===== config.mk =====
export PLATFORM = sky130hd
export DESIGN_NAME = serdes_config_latch_bank
export DESIGN_NICKNAME = d
export VERILOG_FILES = /design/src/hdl/cfg_latch_pkg.sv /design/src/hdl/serdes_config_latch_bank.sv /design/src/hdl/cfg_sync2.sv
export SDC_FILE = /design/constraint.sdc
export NUM_CORES = 1
export LEC_CHECK = 0
export BUFFER_PORTS_ARGS = -buffer_cell sky130_fd_sc_hd__buf_2
export CAP_MARGIN = 20
export CORE_MARGIN = 3
export CORE_UTILIZATION = 45
export CTS_CLUSTER_DIAMETER = 80
export DETAILED_ROUTE_END_ITERATION = 16
export PLACE_DENSITY = 0.86
export SLEW_MARGIN = 20
export SYNTH_ARGS = -nofsm -noshare
export SYNTH_HDL_FRONTEND = slang
export SYNTH_HIERARCHICAL = 1
export SYNTH_SLANG_ARGS = --single-unit

===== constraint.sdc =====
create_clock -name aclk -period 1.8 [get_ports aclk]
set_input_delay 0.27 -clock aclk [delete_from_list [all_inputs] [get_ports aclk]]
set_output_delay 0.27 -clock aclk [all_outputs]
set_load 0.05 [all_outputs]

===== src/hdl/cfg_latch_pkg.sv =====
package cfg_latch_pkg;

    // ****************************************
    // Latch map
    // ****************************************
    localparam int LATCH_COUNT = 8;
    localparam int LATCH_W = 7;
    localparam logic [3:0] RX_CLOCK_RATE_CFG_IDX = 4'h0;
    localparam logic [3:0] RX_DETECT_TRAINING_CFG_IDX = 4'h1;
    localparam logic [3:0] RX_CHANNEL_CTRL_IDX = 4'h2;
    localparam logic [3:0] INTERNAL_TEST_LOW_IDX = 4'h3;
    localparam logic [3:0] INTERNAL_TEST_HIGH_IDX = 4'h4;
    localparam logic [3:0] TX_STATIC_CFG_IDX = 4'h5;
    localparam logic [3:0] TX_CLOCKING_CFG_IDX = 4'h6;
    localparam logic [3:0] TX_CHANNEL_CTRL_IDX = 4'h7;
    localparam logic [3:0] STATUS_IDX = 4'h8;

    // ****************************************
    // Reset patterns
    // ****************************************
    localparam logic [6:0] RX_CLOCK_RATE_CFG_RST = 7'h5f;
    localparam logic [6:0] RX_DETECT_TRAINING_CFG_RST = 7'h56;
    localparam logic [6:0] RX_CHANNEL_CTRL_RST = 7'h59;
    localparam logic [6:0] INTERNAL_TEST_RST = 7'h00;
    localparam logic [6:0] TX_STATIC_CFG_RST = 7'h5f;
    localparam logic [6:0] TX_CLOCKING_CFG_RST = 7'h56;
    localparam logic [6:0] TX_CHANNEL_CTRL_RST = 7'h59;

    // ****************************************
    // Field positions
    // ****************************************
    localparam int TX_PLL_RATE_SEL_BIT = 0;
    localparam int TX_INPUT_CLOCK_SEL_BIT = 1;
    localparam int PHASE_BUFFER_RECENTER_BIT = 0;
    localparam int TX_PRIMARY_DRIVER_EN_BIT = 1;
    localparam int TX_SECONDARY_DRIVER_EN_BIT = 2;
    localparam int TX_SELFTEST_DISABLE_BIT = 3;

    localparam int ST_PRIMARY_BIT = 0;
    localparam int ST_SECONDARY_BIT = 1;
    localparam int ST_LOGIC_POWER_BIT = 2;
    localparam int ST_RECENTER_PEND_BIT = 3;
    localparam int ST_INVALID_BIT = 4;
    localparam int ST_BOTH_EDGES_BIT = 5;
    localparam int ST_SPEED_BIT = 6;

    // ****************************************
    // Multipliers and responses
    // ****************************************
    localparam logic [4:0] PLL_MULT_FULL = 5'h0a;
    localparam logic [4:0] PLL_MULT_HALF = 5'h14;
    localparam logic [1:0] RESP_OKAY = 2'h0;
    localparam logic [1:0] RESP_SLVERR = 2'h2;

endpackage


===== src/hdl/serdes_config_latch_bank.sv =====
// Design decision made here: the AXI4-Lite slave port.
module serdes_config_latch_bank
    import cfg_latch_pkg::*;
#(
    parameter int ADDR_W = 6
)
(
    input wire logic aclk,
    input wire logic aresetn,
    input wire logic [ADDR_W-1:0] s_axi_awaddr,
    input wire logic [2:0] s_axi_awprot,
    input wire logic s_axi_awvalid,
    output logic s_axi_awready,
    input wire logic [31:0] s_axi_wdata,
    input wire logic [3:0] s_axi_wstrb,
    input wire logic s_axi_wvalid,
    output logic s_axi_wready,
    output logic [1:0] s_axi_bresp,
    output logic s_axi_bvalid,
    input wire logic s_axi_bready,
    input wire logic [ADDR_W-1:0] s_axi_araddr,
    input wire logic [2:0] s_axi_arprot,
    input wire logic s_axi_arvalid,
    output logic s_axi_arready,
    output logic [31:0] s_axi_rdata,
    output logic [1:0] s_axi_rresp,
    output logic s_axi_rvalid,
    input wire logic s_axi_rready,
    input wire logic tx_speed_range_sel,
    input wire logic tx_input_clock,
    output logic [4:0] tx_pll_mult_q,
    output logic tx_clock_double_q,
    output logic tx_capture_both_edges_q,
    output logic tx_input_clock_sel_q,
    output logic tx_selftest_en_q,
    output logic tx_primary_driver_en_q,
    output logic tx_secondary_driver_en_q,
    output logic tx_logic_power_en_q,
    output logic phase_buffer_recenter_q,
    output logic config_invalid_q
);

    // ****************************************
    // Elaboration checks and decode helpers
    // ****************************************
    generate
        if (ADDR_W < 6 || ADDR_W > 32)
        begin : g_chk
            $error("ADDR_W must lie between 6 and 32");
        end
    endgenerate

    function automatic logic [3:0] reg_index(input logic [ADDR_W-1:0] a);
        logic [ADDR_W-1:0] sh;
        sh = a >> 2;
        if (sh > ADDR_W'(STATUS_IDX))
            reg_index = 4'hf;
        else
            reg_index = sh[3:0];
    endfunction

    function automatic logic latch_writable(input logic [3:0] idx);
        latch_writable = (idx < 4'(LATCH_COUNT)) && (idx != INTERNAL_TEST_LOW_IDX)
            && (idx != INTERNAL_TEST_HIGH_IDX);
    endfunction

    function automatic logic [6:0] reset_pattern(input int idx);
        case (idx)
            0: reset_pattern = RX_CLOCK_RATE_CFG_RST;
            1: reset_pattern = RX_DETECT_TRAINING_CFG_RST;
            2: reset_pattern = RX_CHANNEL_CTRL_RST;
            5: reset_pattern = TX_STATIC_CFG_RST;
            6: reset_pattern = TX_CLOCKING_CFG_RST;
            7: reset_pattern = TX_CHANNEL_CTRL_RST;
            default: reset_pattern = INTERNAL_TEST_RST;
        endcase
    endfunction

    // ****************************************
    // Pin synchronisers
    // ****************************************
    logic [1:0] pin_sync;
    logic tx_clk_s;
    logic speed_s;
    logic tx_clk_prev_q;
    logic tx_clk_rise;

    cfg_sync2 #(.WIDTH(2)) u_sync
    (
        .aclk(aclk),
        .aresetn(aresetn),
        .async_in({tx_speed_range_sel, tx_input_clock}),
        .sync_out(pin_sync)
    );

    assign tx_clk_s = pin_sync[0];
    assign speed_s = pin_sync[1];

    always_ff @(posedge aclk)
    begin
        if (!aresetn)
            tx_clk_prev_q <= 1'b0;
        else
            tx_clk_prev_q <= tx_clk_s;
    end

    // Edge of the transmit input clock as seen in aclk
    assign tx_clk_rise = tx_clk_s && !tx_clk_prev_q;

    // ****************************************
    // AXI4-Lite write channel
    // ****************************************
    logic aw_have_q;
    logic w_have_q;
    logic [3:0] wr_idx_q;
    logic [6:0] wr_data_q;
    logic wr_lane_q;
    logic aw_take;
    logic w_take;
    logic b_done;
    logic wr_commit;
    logic wr_ok;

    assign aw_take = s_axi_awvalid && s_axi_awready;
    assign w_take = s_axi_wvalid && s_axi_wready;
    assign b_done = s_axi_bvalid && s_axi_bready;
    assign wr_commit = aw_have_q && w_have_q && !s_axi_bvalid;
    // Reserved test addresses and the status word refuse writes
    assign wr_ok = latch_writable(wr_idx_q);

    always_ff @(posedge aclk)
    begin
        if (!aresetn)
        begin
            aw_have_q <= 1'b0;
            s_axi_awready <= 1'b0;
            wr_idx_q <= 4'h0;
        end
        else
        begin
            if (aw_take)
                wr_idx_q <= reg_index(s_axi_awaddr);
            aw_have_q <= aw_take || (aw_have_q && !b_done);
            s_axi_awready <= !(aw_take || (aw_have_q && !b_done));
        end
    end

    always_ff @(posedge aclk)
    begin
        if (!aresetn)
        begin
            w_have_q <= 1'b0;
            s_axi_wready <= 1'b0;
            wr_data_q <= 7'h00;
            wr_lane_q <= 1'b0;
        end
        else
        begin
            if (w_take)
            begin
                wr_data_q <= s_axi_wdata[6:0];
                wr_lane_q <= s_axi_wstrb[0];
            end
            w_have_q <= w_take || (w_have_q && !b_done);
            s_axi_wready <= !(w_take || (w_have_q && !b_done));
        end
    end

    always_ff @(posedge aclk)
    begin
        if (!aresetn)
        begin
            s_axi_bvalid <= 1'b0;
            s_axi_bresp <= RESP_OKAY;
        end
        else if (wr_commit)
        begin
            s_axi_bvalid <= 1'b1;
            s_axi_bresp <= wr_ok ? RESP_OKAY : RESP_SLVERR;
        end
        else if (b_done)
        begin
            s_axi_bvalid <= 1'b0;
        end
    end

    // ****************************************
    // Latch bank
    // ****************************************
    logic [6:0] latch_q [LATCH_COUNT];
    logic recenter_fire;
    logic latch_we;

    assign latch_we = wr_commit && wr_ok && wr_lane_q;
    assign recenter_fire = tx_clk_rise && !latch_q[7][PHASE_BUFFER_RECENTER_BIT];

    generate
        for (genvar i = 0; i < LATCH_COUNT; i++)
        begin : g_latch
            always_ff @(posedge aclk)
            begin
                if (!aresetn)
                    latch_q[i] <= reset_pattern(i);
                else if (latch_we && wr_idx_q == 4'(i))
                    latch_q[i] <= wr_data_q;
                else if (i == 7 && recenter_fire)
                    latch_q[i][PHASE_BUFFER_RECENTER_BIT] <= 1'b1;
            end
        end
    endgenerate

    // ****************************************
    // Transmit channel controls
    // ****************************************
    logic rate_l;
    logic cksel_l;
    logic drv1_l;
    logic drv2_l;

    assign rate_l = latch_q[6][TX_PLL_RATE_SEL_BIT];
    assign cksel_l = latch_q[6][TX_INPUT_CLOCK_SEL_BIT];
    assign drv1_l = latch_q[7][TX_PRIMARY_DRIVER_EN_BIT];
    assign drv2_l = latch_q[7][TX_SECONDARY_DRIVER_EN_BIT];

    always_ff @(posedge aclk)
    begin
        if (!aresetn)
        begin
            tx_pll_mult_q <= PLL_MULT_FULL;
            tx_clock_double_q <= 1'b0;
            tx_capture_both_edges_q <= 1'b0;
            tx_input_clock_sel_q <= 1'b1;
        end
        else
        begin
            tx_pll_mult_q <= rate_l ? PLL_MULT_HALF : PLL_MULT_FULL;
            tx_clock_double_q <= rate_l;
            tx_capture_both_edges_q <= cksel_l && rate_l;
            tx_input_clock_sel_q <= cksel_l;
        end
    end

    // Drivers fall at the first aclk edge in reset, whatever the latches hold
    always_ff @(posedge aclk)
    begin
        if (!aresetn)
        begin
            tx_primary_driver_en_q <= 1'b0;
            tx_secondary_driver_en_q <= 1'b0;
            tx_logic_power_en_q <= 1'b0;
            tx_selftest_en_q <= 1'b0;
        end
        else
        begin
            tx_primary_driver_en_q <= drv1_l;
            tx_secondary_driver_en_q <= drv2_l;
            tx_logic_power_en_q <= drv1_l || drv2_l;
            tx_selftest_en_q <= !latch_q[7][TX_SELFTEST_DISABLE_BIT];
        end
    end

    always_ff @(posedge aclk)
    begin
        if (!aresetn)
        begin
            phase_buffer_recenter_q <= 1'b0;
            config_invalid_q <= 1'b0;
        end
        else
        begin
            phase_buffer_recenter_q <= recenter_fire;
            // Only flagged; the combination is the host's to avoid
            config_invalid_q <= rate_l && !speed_s;
        end
    end

    // ****************************************
    // AXI4-Lite read channel
    // ****************************************
    logic ar_take;
    logic r_done;
    logic [3:0] rd_idx;
    logic [6:0] status_word;

    assign ar_take = s_axi_arvalid && s_axi_arready;
    assign r_done = s_axi_rvalid && s_axi_rready;
    assign rd_idx = reg_index(s_axi_araddr);

    always_comb
    begin
        status_word = 7'h00;
        status_word[ST_PRIMARY_BIT] = tx_primary_driver_en_q;
        status_word[ST_SECONDARY_BIT] = tx_secondary_driver_en_q;
        status_word[ST_LOGIC_POWER_BIT] = tx_logic_power_en_q;
        status_word[ST_RECENTER_PEND_BIT] = !latch_q[7][PHASE_BUFFER_RECENTER_BIT];
        status_word[ST_INVALID_BIT] = config_invalid_q;
        status_word[ST_BOTH_EDGES_BIT] = tx_capture_both_edges_q;
        status_word[ST_SPEED_BIT] = speed_s;
    end

    always_ff @(posedge aclk)
    begin
        if (!aresetn)
        begin
            s_axi_arready <= 1'b0;
            s_axi_rvalid <= 1'b0;
            s_axi_rdata <= 32'h0;
            s_axi_rresp <= RESP_OKAY;
        end
        else
        begin
            s_axi_arready <= !(ar_take || (s_axi_rvalid && !r_done));
            if (ar_take)
            begin
                s_axi_rvalid <= 1'b1;
                s_axi_rresp <= (rd_idx == 4'hf) ? RESP_SLVERR : RESP_OKAY;
                if (rd_idx == STATUS_IDX)
                    s_axi_rdata <= {25'h0, status_word};
                else if (latch_writable(rd_idx))
                    s_axi_rdata <= {25'h0, latch_q[rd_idx[2:0]]};
                else
                    s_axi_rdata <= 32'h0;
            end
            else if (r_done)
            begin
                s_axi_rvalid <= 1'b0;
            end
        end
    end

    // ****************************************
    // Assertions
    // ****************************************
    AST_PLL_MULT: assert property (@(posedge aclk) disable iff (!aresetn)
        tx_pll_mult_q == ($past(rate_l) ? 5'h14 : 5'h0a))
        else $error("PLL multiplier does not follow rate select");

    AST_CLOCK_DOUBLE: assert property (@(posedge aclk) disable iff (!aresetn)
        $rose(rate_l) |=> tx_clock_double_q && tx_pll_mult_q == PLL_MULT_HALF)
        else $error("Clock output not doubled after rate select rose");

    AST_BOTH_EDGES: assert property (@(posedge aclk) disable iff (!aresetn)
        tx_capture_both_edges_q == ($past(cksel_l) && $past(rate_l)))
        else $error("Both-edge capture does not match clock and rate selects");

    AST_SELFTEST: assert property (@(posedge aclk) disable iff (!aresetn)
        tx_selftest_en_q != $past(latch_q[7][TX_SELFTEST_DISABLE_BIT]))
        else $error("Self-test enable not inverse of disable latch");

    AST_DRIVER_EN: assert property (@(posedge aclk) disable iff (!aresetn)
        $fell(drv1_l) |=> !tx_primary_driver_en_q)
        else $error("Primary driver stays enabled after latch cleared");

    AST_LOGIC_POWER: assert property (@(posedge aclk) disable iff (!aresetn)
        !tx_primary_driver_en_q && !tx_secondary_driver_en_q |-> !tx_logic_power_en_q)
        else $error("Channel logic powered with both drivers off");

    AST_RESET_DRIVERS: assert property (@(posedge aclk)
        !aresetn |=> !tx_primary_driver_en_q && !tx_secondary_driver_en_q)
        else $error("Driver enabled after reset sampled low");

    AST_RECENTER_SYNC: assert property (@(posedge aclk) disable iff (!aresetn)
        phase_buffer_recenter_q |-> $past(tx_clk_rise) && !$past(latch_q[7][0]))
        else $error("Recenter pulse without transmit clock edge and request");

    AST_RECENTER_CLEAR: assert property (@(posedge aclk) disable iff (!aresetn)
        recenter_fire && !(latch_we && wr_idx_q == TX_CHANNEL_CTRL_IDX)
        |=> latch_q[7][PHASE_BUFFER_RECENTER_BIT] ##1 !phase_buffer_recenter_q)
        else $error("Recenter latch did not clear itself");

    AST_RESET_PATTERN: assert property (@(posedge aclk)
        aresetn && !$past(aresetn) |-> latch_q[5] == 7'h5f && latch_q[6] == 7'h56
        && latch_q[7] == 7'h59)
        else $error("Transmit latches not at reset pattern after reset");

    AST_RESERVED_WRITE: assert property (@(posedge aclk) disable iff (!aresetn)
        wr_commit && (wr_idx_q == INTERNAL_TEST_LOW_IDX || wr_idx_q == INTERNAL_TEST_HIGH_IDX)
        |=> s_axi_bvalid && s_axi_bresp == RESP_SLVERR && $stable(latch_q[3]))
        else $error("Reserved address write not refused");

endmodule


===== src/hdl/cfg_sync2.sv =====
module cfg_sync2
#(
    parameter int WIDTH = 1
)
(
    input wire logic aclk,
    input wire logic aresetn,
    input wire logic [WIDTH-1:0] async_in,
    output logic [WIDTH-1:0] sync_out
);

    // ****************************************
    // Two-stage synchroniser
    // ****************************************
    logic [WIDTH-1:0] meta_q;

    generate
        if (WIDTH < 1)
        begin : g_chk
            $error("cfg_sync2 needs WIDTH of at least 1");
        end
    endgenerate

    // First stage feeds the second only
    always_ff @(posedge aclk)
    begin
        if (!aresetn)
        begin
            meta_q <= '0;
            sync_out <= '0;
        end
        else
        begin
            meta_q <= async_in;
            sync_out <= meta_q;
        end
    end

endmodule


==> run metrics <==
largest family of logic cells by synthesized area=simple AND/OR/NAND/NOR gates; gr usage total=16.77%; H-tree depth=3; WP data required=1830 ps; RSZ-0062 raised after global routing=no; Final GP Congestion=0.8588; Die Area=9405 um2; final setup TNS=0 ps; CTS buffer count=9; multi-input logic area=1370 um2; DR vias=2719; PwrDens=913.5 nW/um2; Die Y=96.98 um; sequential element share of the synthesized area=56.97%; Ys Warns=6; crit path capture type=flip-flop; Die Wd=96.98 um; Filler Cells Inserted=679; mapped cell area=3725 um2; Core Region=7888 um2; Peak Freq=603.7 MHz; post-synthesis compound-gate area fraction=10.75%; antenna viol nets, final=0; Crit-path slowest cell=dfxtp_1; first-pass GRT wire length=12.54 mm; worst r2r src=wr_idx_q[0]$_SDFFE_PN0P_; Design Area, Final=4200 um2; drt total wl=7.678 mm; Worst Hold Class=in2reg; DP Area=3999 um2; ys flop type=dfxtp_1; nets=476; crit path max fanout=8; leading area contributor after synthesis=edfxtp_1; critical path launch point type=flip-flop; final hold vios=0; Reg clk slew, reported paths=70 ps; drt pass-1 iters=4; Synth async-reset ratio=0%; EDFF count, synth=42; synthesized flop and latch total=85; Max IR drop VDD=0.6092 mV; Tmin final=1656 ps; Synth area leaders=edfxtp_1 (34%), dfxtp_1 (23%), buf_4 (6.4%); synth unique cells=43; share of cells above drive strength 1=22.01%; critical path class=reg2reg; CP bufs+invs=1; number of global-route vias before repair=2579; max incr delay on CP=560 ps; Overflow after GRT=0; drt first-iter violations=261; Tcrit/Tclk final=92.03%; Post-Synth Simple-Gate Area=22.07%; DRC violations left=0; Worst Clk Skew=5.651 ps; top post-synthesis cells by count=dfxtp_1 (43), edfxtp_1 (42), nor2_1 (33); LEAKAGE=1.584 nW; number of diodes=0; Synth top area share=33.86%; mux share of post-synthesis cell area=0.2687%; CTS tree=yes; drt wl/cell=14.77 um; delay-heaviest family, CP=simple AND/OR/NAND/NOR gates; adder-cell share of the synthesized area=0%; Final setup viols=0; CP startpoint=wr_idx_q[0]$_SDFFE_PN0P_; antenna violations before repair=0; mean post-synth cell area=10.32 um2; P&R area growth vs syn=12.76%; Synth Area in XOR/XNOR=0%; count leader, synth=dfxtp_1; root buf cell=clkbuf_8; Final Max Tran Viols=0; Syn Inst Count=361; cell count after placement=503; Finished Layout Cells=520; via density per instance=5.229; Skew-Pair Late Insertion Delay=350 ps; total I/O pin count=118; Starting Density=47.22%; CP cell instances=inv_1, or2_2, nand2_1; status=complete, no violations; I/O Buffers=51; post-DP HPWL=5.808 mm; crit path DAT=1690 ps; Min-Delay Startpoint=tx_speed_range_sel; area occupied by registers=2122 um2; row count=32; maxcap violations=0; clock sink total=85; largest net degree at the start of global routing=23; Max Root-Sink Buffers=2
## area by class of cell
cell class | count | share of cell area, %
Clock buffer | 15 | 4.230
Clock inverter | 1 | 0.1192
Inverter | 12 | 1.072
Multi-Input combinational cell | 241 | 32.62
Sequential cell | 85 | 50.52
Tap cell | 102 | 3.038
Timing Repair Buffer | 64 | 8.400
## kinds of logic (layout without fill, tap and decap cells)
kind of cell,count (synthesis),count (layout)
mux,1,1
other cells,1,28
flops,85,85
compound gates,62,62
simple gates,150,150
buf+inv,62,92
## worst reg2reg max path: cells and delay by family (launching register included)
kind                   cells  cell delay [ps]
AND/OR/NAND/NOR            2              580
flip-flops                 1              560
buffers and inverters      1              200
## flip-flops by register name, summed over array words and instances, names as in the netlist, 2 cells and up
register	cells
latch_q	42
s_axi_rdata	7
tx_pll_mult_q	2
u_sync/meta_q	2
u_sync/sync_out	2
wr_data_q	7
wr_idx_q	4
## power by group
part	leakage, nW	switching [mW]	internal [mW]
sequential	0.686	0.0509	2.08
combinational	0.805	0.371	0.113
clock	0.0929	0.602	0.624
total	1.58	1.02	2.81
## routing by layer
metal / vias to the layer above / share of wire, % / track usage, %
met2: 131 / 50 / 28.03
met4: 0 / 1.3 / 6.156
met1: 1259 / 40 / 20.47
met5: - / 0 / 0
li1: 1319 / - / -
met3: 10 / 8.6 / 5.047
## placed cells by master (no fill, tap or decap), drive strengths merged, types with 15 or more instances in the layout
cell,synthesis,final
buf,38,64
nor2,33,33
clkbuf,12,15
dfxtp,43,43
conb,1,28
and2,19,19
edfxtp,42,42
nand2b,16,16
nand2,22,22
or3,23,23
a21oi,28,28
## per-stage QoR
step           utilization [%]  power [mW]  hold WS (ps)  worst slack [ps]
6_report                 53.25       3.837         126.9             143.5
4_1_cts                  53.01       3.867         110.1             35.30
3_3_place_gp             50.70       2.634         410.3             102.2
5_1_grt                  53.25       3.999         110.8             40.57
3_5_place_dp             50.70       2.650         425.9             55.59
2_1_floorplan                -       2.580         391.7            -89.04
## final timing paths
| check | slack, ps | depth (start not counted) | to |
|---|---|---|---|
| worst max-delay path | 140 | 3 | latch_q[7][5]$_SDFFCE_PN0P_ |
| worst min-delay path | 130 | 2 | u_sync/meta_q[1]$_SDFF_PN0_ |
| worst max register to register | 140 | 3 | latch_q[7][5]$_SDFFCE_PN0P_ |
| worst min register to register | 440 | 1 | u_sync/sync_out[0]$_SDFF_PN0_ |
## timing repair
| item | 4_1_cts | 5_1_grt |
|---|---|---|
| resized for setup | 0 | 3 |
| buffers inserted | 0 | 1 |
| endpoints found under the setup margin | 0 | 44 |
| hold buffers | 0 | 0 |
(Power assumes the default switching activity.)
